[src/rtl/wd_supervisor_pkg.sv]
// Constants for the dual-window watchdog supervisor
package wd_supervisor_pkg;
  localparam int unsigned CLK_HZ = 200_000_000;
  localparam int unsigned TICK_US = 1000;
  localparam int unsigned TICK_DIV = CLK_HZ / 1_000_000 * TICK_US;
  localparam int unsigned TICK_W = 18;
  localparam int unsigned CNT_W = 16;
  localparam int unsigned LONG_WINDOW_MS = 35000;
  localparam int unsigned SHORT_WINDOW_MS = 1120;
  localparam int unsigned HOLD_TIME_MS = 140;
  localparam int unsigned LONG_TICKS = LONG_WINDOW_MS * 1000 / TICK_US;
  localparam int unsigned SHORT_TICKS = SHORT_WINDOW_MS * 1000 / TICK_US;
  localparam int unsigned HOLD_TICKS = HOLD_TIME_MS * 1000 / TICK_US;
endpackage

[src/rtl/wd_tick_gen.sv]
// Free-running tick divider for all supervisor windows
`timescale 1ns/1ps
module wd_tick_gen #(
  parameter int unsigned DIV = wd_supervisor_pkg::TICK_DIV
) (
  input wire logic clk_sys,
  input wire logic rst_b,
  output logic tick
);
  logic [wd_supervisor_pkg::TICK_W-1:0] div_q;
  wire div_end = (div_q == wd_supervisor_pkg::TICK_W'(DIV - 1));
  always_ff @(posedge clk_sys or negedge rst_b) begin
    if (!rst_b) begin
      div_q <= '0;
      tick <= 1'b0;
    end else begin
      div_q <= div_end ? '0 : div_q + 1'b1;
      tick <= div_end;
    end
  end
endmodule

[src/rtl/dual_window_watchdog_supervisor.sv]
// Watchdog with long startup and short service windows plus reset hold
`timescale 1ns/1ps
// What this block does
// - Any rising or falling service edge restarts the watchdog count.
// - Fault output goes low when service input stays static past window.
// - No disable state; a static input still times out.
// - After each reset event the first window is long, 35 s.
// - Short 1.12 s window starts after long window or first edge.
// - In normal mode, missing edge within short window raises fault.
// - Fault into manual reset asserts reset, clears count, releases fault.
// - After watchdog reset, count restarts in long mode at hold end.
// - Manual reset low asserts reset, clears count, releases fault.
// - Reset held while manual reset low and hold period after release.
// - Recurring undervoltage during hold restarts the hold timer.
module dual_window_watchdog_supervisor #(
  parameter int unsigned TICK_DIV = wd_supervisor_pkg::TICK_DIV,
  parameter int unsigned LONG_TICKS = wd_supervisor_pkg::LONG_TICKS,
  parameter int unsigned SHORT_TICKS = wd_supervisor_pkg::SHORT_TICKS,
  parameter int unsigned HOLD_TICKS = wd_supervisor_pkg::HOLD_TICKS
) (
  input wire logic clk_sys,
  input wire logic rst_b,
  input wire logic watchdog_service_in,
  input wire logic manual_reset_n,
  input wire logic [2:0] undervoltage,
  output logic watchdog_fault_n,
  output logic reset_out_n,
  output logic long_mode
);
  typedef enum logic [2:0] {
    ST_HOLD = 3'h1,
    ST_LONG = 3'h2,
    ST_SHORT = 3'h4
  } wd_state_e;

  wd_state_e state_q, state_d;
  logic tick;
  logic svc_q;
  logic [wd_supervisor_pkg::CNT_W-1:0] wd_cnt_q, wd_cnt_d;
  logic [wd_supervisor_pkg::CNT_W-1:0] hold_cnt_q, hold_cnt_d;

  function automatic logic reached(input logic [wd_supervisor_pkg::CNT_W-1:0] cnt, input int unsigned lim);
    reached = (cnt >= wd_supervisor_pkg::CNT_W'(lim - 1));
  endfunction

  wd_tick_gen #(.DIV(TICK_DIV)) u_tick (
    .clk_sys(clk_sys),
    .rst_b(rst_b),
    .tick(tick)
  );

  wire reset_cause = !manual_reset_n || (|undervoltage);
  wire edge_seen = watchdog_service_in ^ svc_q;
  wire hold_done = tick && reached(hold_cnt_q, HOLD_TICKS);
  wire win_done = tick && reached(wd_cnt_q, (state_q == ST_LONG) ? LONG_TICKS : SHORT_TICKS);
  wire fault_now = (state_q != ST_HOLD) && !edge_seen && win_done && !reset_cause;

  always_comb begin
    state_d = state_q;
    wd_cnt_d = wd_cnt_q;
    hold_cnt_d = hold_cnt_q;
    if (reset_cause) begin
      state_d = ST_HOLD;
      wd_cnt_d = '0;
      hold_cnt_d = '0;
    end else begin
      unique case (state_q)
        ST_HOLD: begin
          wd_cnt_d = '0;
          if (hold_done) begin
            state_d = ST_LONG;
            hold_cnt_d = '0;
          end else if (tick) begin
            hold_cnt_d = hold_cnt_q + 1'b1;
          end
        end
        ST_LONG, ST_SHORT: begin
          if (edge_seen) begin
            state_d = ST_SHORT;
            wd_cnt_d = '0;
          end else if (win_done) begin
            state_d = ST_SHORT;
            wd_cnt_d = '0;
          end else if (tick) begin
            wd_cnt_d = wd_cnt_q + 1'b1;
          end
        end
      endcase
    end
  end

  always_ff @(posedge clk_sys or negedge rst_b) begin
    if (!rst_b) begin
      state_q <= ST_HOLD;
      wd_cnt_q <= '0;
      hold_cnt_q <= '0;
      svc_q <= 1'b0;
      watchdog_fault_n <= 1'b1;
      reset_out_n <= 1'b0;
      long_mode <= 1'b0;
    end else begin
      state_q <= state_d;
      wd_cnt_q <= wd_cnt_d;
      hold_cnt_q <= hold_cnt_d;
      svc_q <= watchdog_service_in;
      reset_out_n <= (state_d != ST_HOLD);
      long_mode <= (state_d == ST_LONG);
      if (reset_cause || edge_seen) begin
        watchdog_fault_n <= 1'b1;
      end else if (fault_now) begin
        watchdog_fault_n <= 1'b0;
      end
    end
  end

  property p_rst_on_cause;
    @(posedge clk_sys) disable iff (!rst_b) reset_cause |=> !reset_out_n;
  endproperty
  a_rst_on_cause: assert property (p_rst_on_cause) else $error("reset not asserted");

  property p_fault_release;
    @(posedge clk_sys) disable iff (!rst_b) reset_cause |=> watchdog_fault_n;
  endproperty
  a_fault_release: assert property (p_fault_release) else $error("fault not released");

  property p_edge_clears;
    @(posedge clk_sys) disable iff (!rst_b) (edge_seen && !reset_cause && state_q != ST_HOLD) |=> wd_cnt_q == '0;
  endproperty
  a_edge_clears: assert property (p_edge_clears) else $error("edge did not clear count");

  property p_edge_short;
    @(posedge clk_sys) disable iff (!rst_b) (edge_seen && !reset_cause && state_q == ST_LONG) |=> state_q == ST_SHORT;
  endproperty
  a_edge_short: assert property (p_edge_short) else $error("no switch to short window");

  property p_hold_to_long;
    @(posedge clk_sys) disable iff (!rst_b) (state_q == ST_HOLD && hold_done && !reset_cause) |=> long_mode && reset_out_n;
  endproperty
  a_hold_to_long: assert property (p_hold_to_long) else $error("no long window after hold");

  property p_fault_cause;
    @(posedge clk_sys) disable iff (!rst_b) $fell(watchdog_fault_n) |-> $past(win_done) && !$past(edge_seen);
  endproperty
  a_fault_cause: assert property (p_fault_cause) else $error("fault without timeout");

  property p_timeout_fault;
    @(posedge clk_sys) disable iff (!rst_b) fault_now |=> !watchdog_fault_n;
  endproperty
  a_timeout_fault: assert property (p_timeout_fault) else $error("timeout did not fault");

  property p_hold_restart;
    @(posedge clk_sys) disable iff (!rst_b) (|undervoltage) |=> hold_cnt_q == '0 && !reset_out_n;
  endproperty
  a_hold_restart: assert property (p_hold_restart) else $error("hold not restarted");

  property p_long_no_early;
    @(posedge clk_sys) disable iff (!rst_b) (state_q == ST_LONG && !reached(wd_cnt_q, LONG_TICKS)) |=> watchdog_fault_n;
  endproperty
  a_long_no_early: assert property (p_long_no_early) else $error("early fault in long window");

  property p_hold_no_fault;
    @(posedge clk_sys) disable iff (!rst_b) state_q == ST_HOLD |-> watchdog_fault_n;
  endproperty
  a_hold_no_fault: assert property (p_hold_no_fault) else $error("fault low during hold");

  property p_hold_out;
    @(posedge clk_sys) disable iff (!rst_b) (state_q == ST_HOLD) |-> !reset_out_n;
  endproperty
  a_hold_out: assert property (p_hold_out) else $error("reset released during hold");

  property p_mode_out;
    @(posedge clk_sys) disable iff (!rst_b) long_mode == (state_q == ST_LONG);
  endproperty
  a_mode_out: assert property (p_mode_out) else $error("long mode flag wrong");

  property p_cause_clears;
    @(posedge clk_sys) disable iff (!rst_b) reset_cause |=> wd_cnt_q == '0;
  endproperty
  a_cause_clears: assert property (p_cause_clears) else $error("count not cleared by reset");

  property p_cause_holds;
    @(posedge clk_sys) disable iff (!rst_b) reset_cause |=> state_q == ST_HOLD;
  endproperty
  a_cause_holds: assert property (p_cause_holds) else $error("no hold on reset cause");

  property p_hold_stays;
    @(posedge clk_sys) disable iff (!rst_b) (state_q == ST_HOLD && !hold_done) |=> state_q == ST_HOLD;
  endproperty
  a_hold_stays: assert property (p_hold_stays) else $error("hold left early");

  property p_expiry_short;
    @(posedge clk_sys) disable iff (!rst_b) (state_q == ST_LONG && win_done && !reset_cause) |=> state_q == ST_SHORT;
  endproperty
  a_expiry_short: assert property (p_expiry_short) else $error("no short window after expiry");

  property p_short_no_early;
    @(posedge clk_sys) disable iff (!rst_b)
      (state_q == ST_SHORT && !reached(wd_cnt_q, SHORT_TICKS) && watchdog_fault_n) |=> watchdog_fault_n;
  endproperty
  a_short_no_early: assert property (p_short_no_early) else $error("early fault in short window");

  property p_count_bounded;
    @(posedge clk_sys) disable iff (!rst_b) (state_q != ST_HOLD) |-> wd_cnt_q < LONG_TICKS;
  endproperty
  a_count_bounded: assert property (p_count_bounded) else $error("count ran past window");

  property p_tick_advances;
    @(posedge clk_sys) disable iff (!rst_b)
      (state_q != ST_HOLD && tick && !edge_seen && !win_done && !reset_cause) |=> wd_cnt_q == $past(wd_cnt_q) + 1'b1;
  endproperty
  a_tick_advances: assert property (p_tick_advances) else $error("count did not advance on tick");

  property p_fault_kept;
    @(posedge clk_sys) disable iff (!rst_b) (!watchdog_fault_n && !edge_seen && !reset_cause) |=> !watchdog_fault_n;
  endproperty
  a_fault_kept: assert property (p_fault_kept) else $error("fault dropped without service");

  c_fault: cover property (@(posedge clk_sys) disable iff (!rst_b) $fell(watchdog_fault_n));
  c_edge_short: cover property (@(posedge clk_sys) disable iff (!rst_b) state_q == ST_SHORT && edge_seen);
  c_hold_again: cover property (@(posedge clk_sys) disable iff (!rst_b) state_q == ST_HOLD && (|undervoltage));
  c_short: cover property (@(posedge clk_sys) disable iff (!rst_b) state_q == ST_LONG ##1 state_q == ST_SHORT);
  c_release: cover property (@(posedge clk_sys) disable iff (!rst_b) $rose(reset_out_n));
endmodule

[config.mk]
export PLATFORM = sky130hd
export DESIGN_NAME = dual_window_watchdog_supervisor
export DESIGN_NICKNAME = d
export VERILOG_FILES = /design/src/rtl/wd_supervisor_pkg.sv /design/src/rtl/wd_tick_gen.sv /design/src/rtl/dual_window_watchdog_supervisor.sv
export SDC_FILE = /design/constraint.sdc
export NUM_CORES = 1
export LEC_CHECK = 0
export BUFFER_PORTS_ARGS = -buffer_cell sky130_fd_sc_hd__buf_2
export CAP_MARGIN = 30
export CORE_MARGIN = 4
export CORE_UTILIZATION = 50
export DETAILED_ROUTE_END_ITERATION = 10
export PLACE_DENSITY = 0.68
export RECOVER_POWER = 50
export SYNTH_ARGS = -nofsm -noshare
export SYNTH_HDL_FRONTEND = slang
export SYNTH_SLANG_ARGS = --single-unit
[constraint.sdc]
create_clock -name clk_sys -period 2.95 [get_ports clk_sys]
set_input_delay 0.295 -clock clk_sys [delete_from_list [all_inputs] [get_ports clk_sys]]
set_output_delay 0.295 -clock clk_sys [all_outputs]
set_load 0.01 [all_outputs]
==> metrics.md, run 1 <==
| Metric | Value |
|---|---|
| Run status | completed |
| Antenna Nets Post-Route | 0 |
| Antenna violations before repair | 0 |
| Wire length of the first global-routing pass | 10400 microns |
| Gate count of the mapped netlist | 296 |
| Top Usage Layer GRT | met2 |
| Total power | 1.60 mW |
| Distinct cells, synth | 51 |
| Overall die width | 85.7 microns |
| Switching Share | 0.203 |
| Total GRT Usage | 0.176 |
| Initial Utilization | 0.513 |
| PortBufs | 9 |
| TritonCTS Sinks | 58 |
| Post-route cell area | 3350 sq um |
| Final min period | 2.32 ns |
| Filler cells | 512 |
| Primary FF master, synth | dfrtp_1 |
| Most used cell along the critical path | a221oi_1 |
| Root Buffer | clkbuf_8 |
| RR Endpoint | state_q[1]$_DFF_PN0_ |
| Critical path class | flop to flop |
| GP Congestion | 0.785 |
| P_leak | 1.40 nW |
| Final Skew | 0.00751 ns |
| Flop2flop setup slack | 0.63 ns |
| Post-DP Area | 3150 sq um |
| Rel. slew slack | 0.0580 |
| Worst-skew pair later-pin latency | 0.33 ns |
| Wire per inst | 15.2 microns |
| Met2 Usage GRT | 0.278 |
| Drt total wl | 5910 microns |
| Total CTS buffers | 9 |
| Die Area | 7350 sq um |
| Pins Over Slew Limit | 0 |
| Pint | 1.27 mW |
| R2R depth | 7 |
| Final setup fails | 0 |
| Longest Clk Path Bufs | 2 |
| CTS tree | yes |
| Clock share of power | 0.481 |
| Total buffers and inverters traversed by the critical path | 1 |
| H-tree lvl count | 3 |
| Hold Path Origin | watchdog_service_in |
| Syn_nets | 313 |
| Post-synthesis sequential area ratio | 0.482 |
| N_diodes | 0 |
| Area Overhead vs Synth | 11.0% |
| Post-detail-place hpwl | 3970 microns |
| Tcrit/Tclk final | 0.785 |
| Routed vias | 2336 |
| Hold Crit Endpoint | svc_q$_DFF_PN0_ |
| Max Fanout on Critical Path | 9 |
| # hold bufs at CTS | 0 |
| Hold Crit Depth | 1 |
| Layout Nets | 328 |
| Post-synth EDFFs | 0 |
| Global-route met3 utilization | 0.0384 |
| Initial DRC count | 103 |
| Crit path DAT | 2.54 ns |
| Peak supply drop | 315 uV |
| Setup WS pre-CTS | 0.649 ns |
| I/O pin total | 10 |
| Core Box Area | 5890 sq um |
| Psw | 0.324 mW |
| CP delay by family, top | compound AO/OA/AOI/OAI gates |
| Die H | 85.7 microns |
| Worst setup SP type | flop |
| Max Fclk | 432 MHz |
| Combinational fraction of design power | 0.021 |
| Post_cts resized | 0 |
| Vias in the first global route | 2342 |
| Share of cells above drive strength 1 | 0.124 |
| Max Cap Viol | 0 |
| Setup_tns | 0 ns |
| Fin. Hold Viols | 0 |
| Req. time, crit path | 3.18 ns |
| CP max-delay cell | dfstp_2 |
| DRT Pass-1 Iters | 4 |
| GRT met1 Usage | 0.228 |
| # DRC | 0 |
| Asr flop ratio synth | 1.00 |
| Core Rows | 28 |
| Cell chain of the critical path | nor3b_1 > buf_4 > ha_1 > a31o_2 > a221oi_1 > o211ai_1 > a221oi_1 |
| R2r startpoint | state_q[0]$_DFF_PN1_ |
| Crit. End Element | flop |
| Post-CTS Repair Setup Buffers | 0 |
| Hold slack final | 0.105 ns |
| Flop pwr share | 0.498 |
| Worst Tran Pin Value | 1.41 ns |
| RSZ-0062 raised after global routing | no |
| Worst-path clk slew | 0.06 ns |
| Congestion Overflow GR | 0 |
| Final worst slack | 0.635 ns |
| Most frequent cells in the layout | dfrtp_1, nor2_1, xor2_1 |
| Mapped cell area | 3020 sq um |
| Largest net degree at the start of global routing | 59 |
| Yosys reg bits | 58 |
| PwrDens | 477 nW/um^2 |
| Crit path largest cell delay | 0.61 ns |
| Syn Area/Cell | 10.2 sq um |
| Via density | 5.99 |
| Hold Crit Class | primary input to flop |
| Commonest non-fill, non-tap cell in the layout | dfrtp_1 |
| Ys Warns | 0 |
==> metal layers <==
metal / up-vias / wire [microns]
met3: 10 / 191
li1: 1141 / -
met5: - / 0
met4: 0 / 108
met1: 1134 / 2890
met2: 51 / 2730
==> cell usage after synthesis (all sizes together) (3+ instances only) <==
master  number  area [sq um]
a21o         3          22.5
a21oi       14          70.1
a31o         3          26.3
a31oi        3          18.8
a32o         4          40.0
and2         5          31.3
and3         7          45.1
and4         7          62.6
buf          4          22.5
clkbuf       7          26.3
dfrtp       56          1400
ha          10           125
inv          7          26.3
nand2       18          67.6
nand3       13          70.1
nand4       16           100
nor2        30           113
nor3         5          30.0
o211ai       5          37.5
o21ai       10          50.1
or3          3          18.8
or4          6          48.8
or4b         5          50.1
xnor2        7          61.3
xor2        20           175
==> final cells by class <==
cell class / instances / area, sq um / area share
Tap cell: 75 / 93.8 / 0.0280
Inverter: 7 / 26.3 / 0.00784
Timing Repair Buffer: 15 / 86.3 / 0.0258
Clock buffer: 12 / 135 / 0.0403
Clock inverter: 3 / 65.1 / 0.0194
Sequential cell: 58 / 1450 / 0.434
Multi-Input combinational cell: 220 / 1490 / 0.445
==> stage by stage <==
step                 util  instances
floorplan               -        296
global placement    0.536        375
detailed placement  0.536        375
CTS                 0.570        390
global route        0.569        390
finish              0.569        390
==> power by group through the flow <==
stage	logic, mW	clock network, mW	registers (mW)
floorplan	0.0106	0	0.811
global placement	0.0353	0	0.811
detailed placement	0.0356	0	0.811
CTS	0.0358	0.784	0.797
global route	0.0388	0.817	0.796
finish	0.0338	0.768	0.797
==> state kept, by name (all words and copies together), names as in the netlist, 3 cells and up <==
signal and flops:
u_tick.div_q 18, hold_cnt_q 16, wd_cnt_q 16, state_q 3
==> worst max path at each step <==
| stage | startpoint | endpoint | slack [ns] | cells after the start |
|---|---|---|---|---|
| 4_1_cts | state_q[1]$_DFF_PN0_ | state_q[1]$_DFF_PN0_ | 0.61 | 7 |
| 5_1_grt | state_q[1]$_DFF_PN0_ | long_mode$_DFF_PN0_ | 0.34 | 7 |
| 6_report | state_q[0]$_DFF_PN1_ | state_q[1]$_DFF_PN0_ | 0.63 | 7 |
| 2_1_floorplan | state_q[0]$_DFF_PN1_ | wd_cnt_q[10]$_DFFE_PN0P_ | 0.34 | 9 |
| 3_5_place_dp | state_q[1]$_DFF_PN0_ | state_q[1]$_DFF_PN0_ | 0.65 | 7 |
| 3_3_place_gp | state_q[0]$_DFF_PN1_ | wd_cnt_q[15]$_DFFE_PN0P_ | 0.68 | 8 |
==> worst reg2reg max path: stages, from the launching register on <==
cell	delay [ns]
dfstp_2	0.61
nor3b_1	0.09
buf_4	0.16
ha_1	0.27
a31o_2	0.23
a221oi_1	0.39
o211ai_1	0.19
a221oi_1	0.28
==> logic make-up (layout without fill, tap and decap cells) <==
kind of cell               Yosys count  after routing  synth area share
and+or+nand+nor                    122            122             0.232
AOI/OAI and AO/OA                   60             60             0.139
DFF                                 58             58             0.482
xor gates and xnor gates            27             27            0.0783
buffers and inverters               18             37            0.0249
adders and majority gates           10             10            0.0414
muxes                                1              1           0.00332
(Power assumes the default switching activity.)
==> run 2, diff against run 1 <==
- PLACE_DENSITY: 0.68 -> 0.71
- clock period: 2.95 -> 1.92 ns (I/O delays scaled with it)
==> metrics.md, run 2 (synthesis results as in run 1) <==
| Metric | Value |
|---|---|
| Largest net degree at the start of global routing | 35 |
| Max Fclk | 456 MHz |
| Root Buffer | clkbuf_8 |
| Total GRT Usage | 0.193 |
| Antenna Nets Post-Route | 0 |
| Final Core Density | 0.662 |
| Core Rows | 28 |
| H-tree lvl count | 3 |
| Peak supply drop | 453 uV |
| Initial DRC count | 223 |
| Hold Crit Depth | 4 |
| DRT Pass-1 Iters | 4 |
| Antenna violations before repair | 0 |
| Crit path DAT | 2.41 ns |
| Final min period | 2.19 ns |
| Post-DP Area | 3380 sq um |
| Total buffers and inverters traversed by the critical path | 3 |
| I/O pin total | 10 |
| Routed vias | 2543 |
| Fin. Hold Viols | 0 |
| Tcrit/Tclk final | 1.14 |
| Failing checks | negative setup slack |
| Hold slack final | 0.341 ns |
| Hold Crit Endpoint | hold_cnt_q[14]$_DFFE_PN0P_ |
| CTS tree | yes |
| PortBufs | 9 |
| Wire per inst | 16.1 microns |
| Worst-path clk slew | 0.07 ns |
| Post-route cell area | 3890 sq um |
| CP delay by family, top | simple AND/OR/NAND/NOR gates |
| Via density | 6.00 |
| R2R depth | 9 |
| Final setup fails | 27 |
| Area Overhead vs Synth | 29.0% |
| Sequential cell area | 1450 sq um |
| Initial Utilization | 0.513 |
| GP Congestion | 0.845 |
| Overall die width | 85.7 microns |
| Flop2flop setup slack | -0.27 ns |
| RSZ-0062 raised after global routing | yes |
| Share of cells above drive strength 1 | 0.309 |
| Cell chain of the critical path | nor3b_4 > inv_4 > ha_4 > nor4bb_4 > nand4_1 > o211ai_1 > buf_4 > buf_6 > nor2_2 |
| Crit path largest cell delay | 0.41 ns |
| Wire length of the first global-routing pass | 11400 microns |
| R2r startpoint | state_q[2]$_DFF_PN0_ |
| Final Skew | 0.00884 ns |
| Max Cap Viol | 0 |
| Core Box Area | 5890 sq um |
| N_diodes | 0 |
| Pins Over Slew Limit | 0 |
| Vias in the first global route | 2519 |
| PwrDens | 625 nW/um^2 |
| Filler cells | 421 |
| Die H | 85.7 microns |
| Max FFs per register | 18 |
| Die Area | 7350 sq um |
| Layout Nets | 361 |
| Critical path class | flop to flop |
| Most frequent cells in the layout | dfrtp_1, buf_4, xor2_1 |
| P_leak | 1.59 nW |
| Crit. End Element | flop |
| Hold Crit Class | primary input to flop |
| TritonCTS Sinks | 58 |
| RR Endpoint | wd_cnt_q[1]$_DFFE_PN0P_ |
| Longest Clk Path Bufs | 2 |
| CP max-delay cell | dfrtp_1 |
| Total CTS buffers | 9 |
| Max Fanout on Critical Path | 5 |
| Hold Path Origin | undervoltage[2] |
| Post-detail-place hpwl | 4240 microns |
| # DRC | 0 |
| Multi-input gate area | 1750 sq um |
| Top flop regs | u_tick.div_q (18), hold_cnt_q (16), wd_cnt_q (16) |
| Congestion Overflow GR | 0 |
| Commonest non-fill, non-tap cell in the layout | dfrtp_1 |
| Drt total wl | 6830 microns |
| Worst-skew pair later-pin latency | 0.33 ns |
| Most flops, register | u_tick.div_q |
| Worst Tran Pin Value | 1.28 ns |
| Req. time, crit path | 2.14 ns |
| Worst setup SP type | flop |
| Run status | finished, violations left |
| Rel. slew slack | 0.145 |
| Final worst slack | -0.273 ns |
## run 2: worst max-delay path by stage
stage,depth (start not counted),slack [ns],endpoint,from
finish,9,-0.27,wd_cnt_q[1]$_DFFE_PN0P_,state_q[2]$_DFF_PN0_
global route,9,-0.36,wd_cnt_q[14]$_DFFE_PN0P_,state_q[2]$_DFF_PN0_
CTS,8,-0.17,wd_cnt_q[13]$_DFFE_PN0P_,state_q[2]$_DFF_PN0_
detailed placement,7,-0.23,long_mode$_DFF_PN0_,state_q[2]$_DFF_PN0_
global placement,7,-0.15,long_mode$_DFF_PN0_,state_q[2]$_DFF_PN0_
floorplan,9,-0.28,wd_cnt_q[2]$_DFFE_PN0P_,state_q[0]$_DFF_PN1_
## run 2: final cells by class
type,count,share of cell area
clock buffers,14,0.0418
inverters,7,0.00739
multi-input cells,220,0.450
well taps,75,0.0241
flip-flops and latches,58,0.373
clock inverters,2,0.00900
repair buffers,48,0.0948
## run 2: per-stage QoR
step	setup slack (ns)	TNS, ns	instances	power, mW
after floorplan	-0.280	-3.77	296	1.26
after global placement	-0.147	-2.80	399	1.30
after detailed placement	-0.229	-4.24	399	1.31
after CTS	-0.172	-2.70	422	2.45
after global routing	-0.358	-7.27	424	2.50
final	-0.273	-5.10	424	2.43
## run 2: what timing repair did
action,4_1_cts,5_1_grt
pin swaps,12,24
setup endpoints to repair,31,38
hold buffers,2,0
buffers inserted,4,2
endpoints found under the hold margin,57,0
resized for setup,15,45
gates cloned,1,0
## run 2: power breakdown
group	internal (mW)	leakage [nW]	switching, mW	total, mW
sequential	1.22	0.787	0.000457	1.22
combinational	0.0174	0.707	0.0412	0.0586
clock	0.671	0.101	0.481	1.15
total	1.91	1.59	0.523	2.43
## run 2: metal layers
metal  vias to the layer above  GRT usage  wire, microns
met2                        88      0.302           3270
met5                         -          0              0
met3                        20     0.0480            327
met1                      1224      0.258           3110
li1                       1211          -              -
met4                         0     0.0777            125
## run 2: worst reg2reg max path, cell delays in order, from the launching register on
cell and delay [ns]:
dfrtp_1 0.41, nor3b_4 0.31, inv_4 0.11, ha_4 0.28, nor4bb_4 0.19, nand4_1 0.20, o211ai_1 0.23, buf_4 0.18
buf_6 0.14, nor2_2 0.04
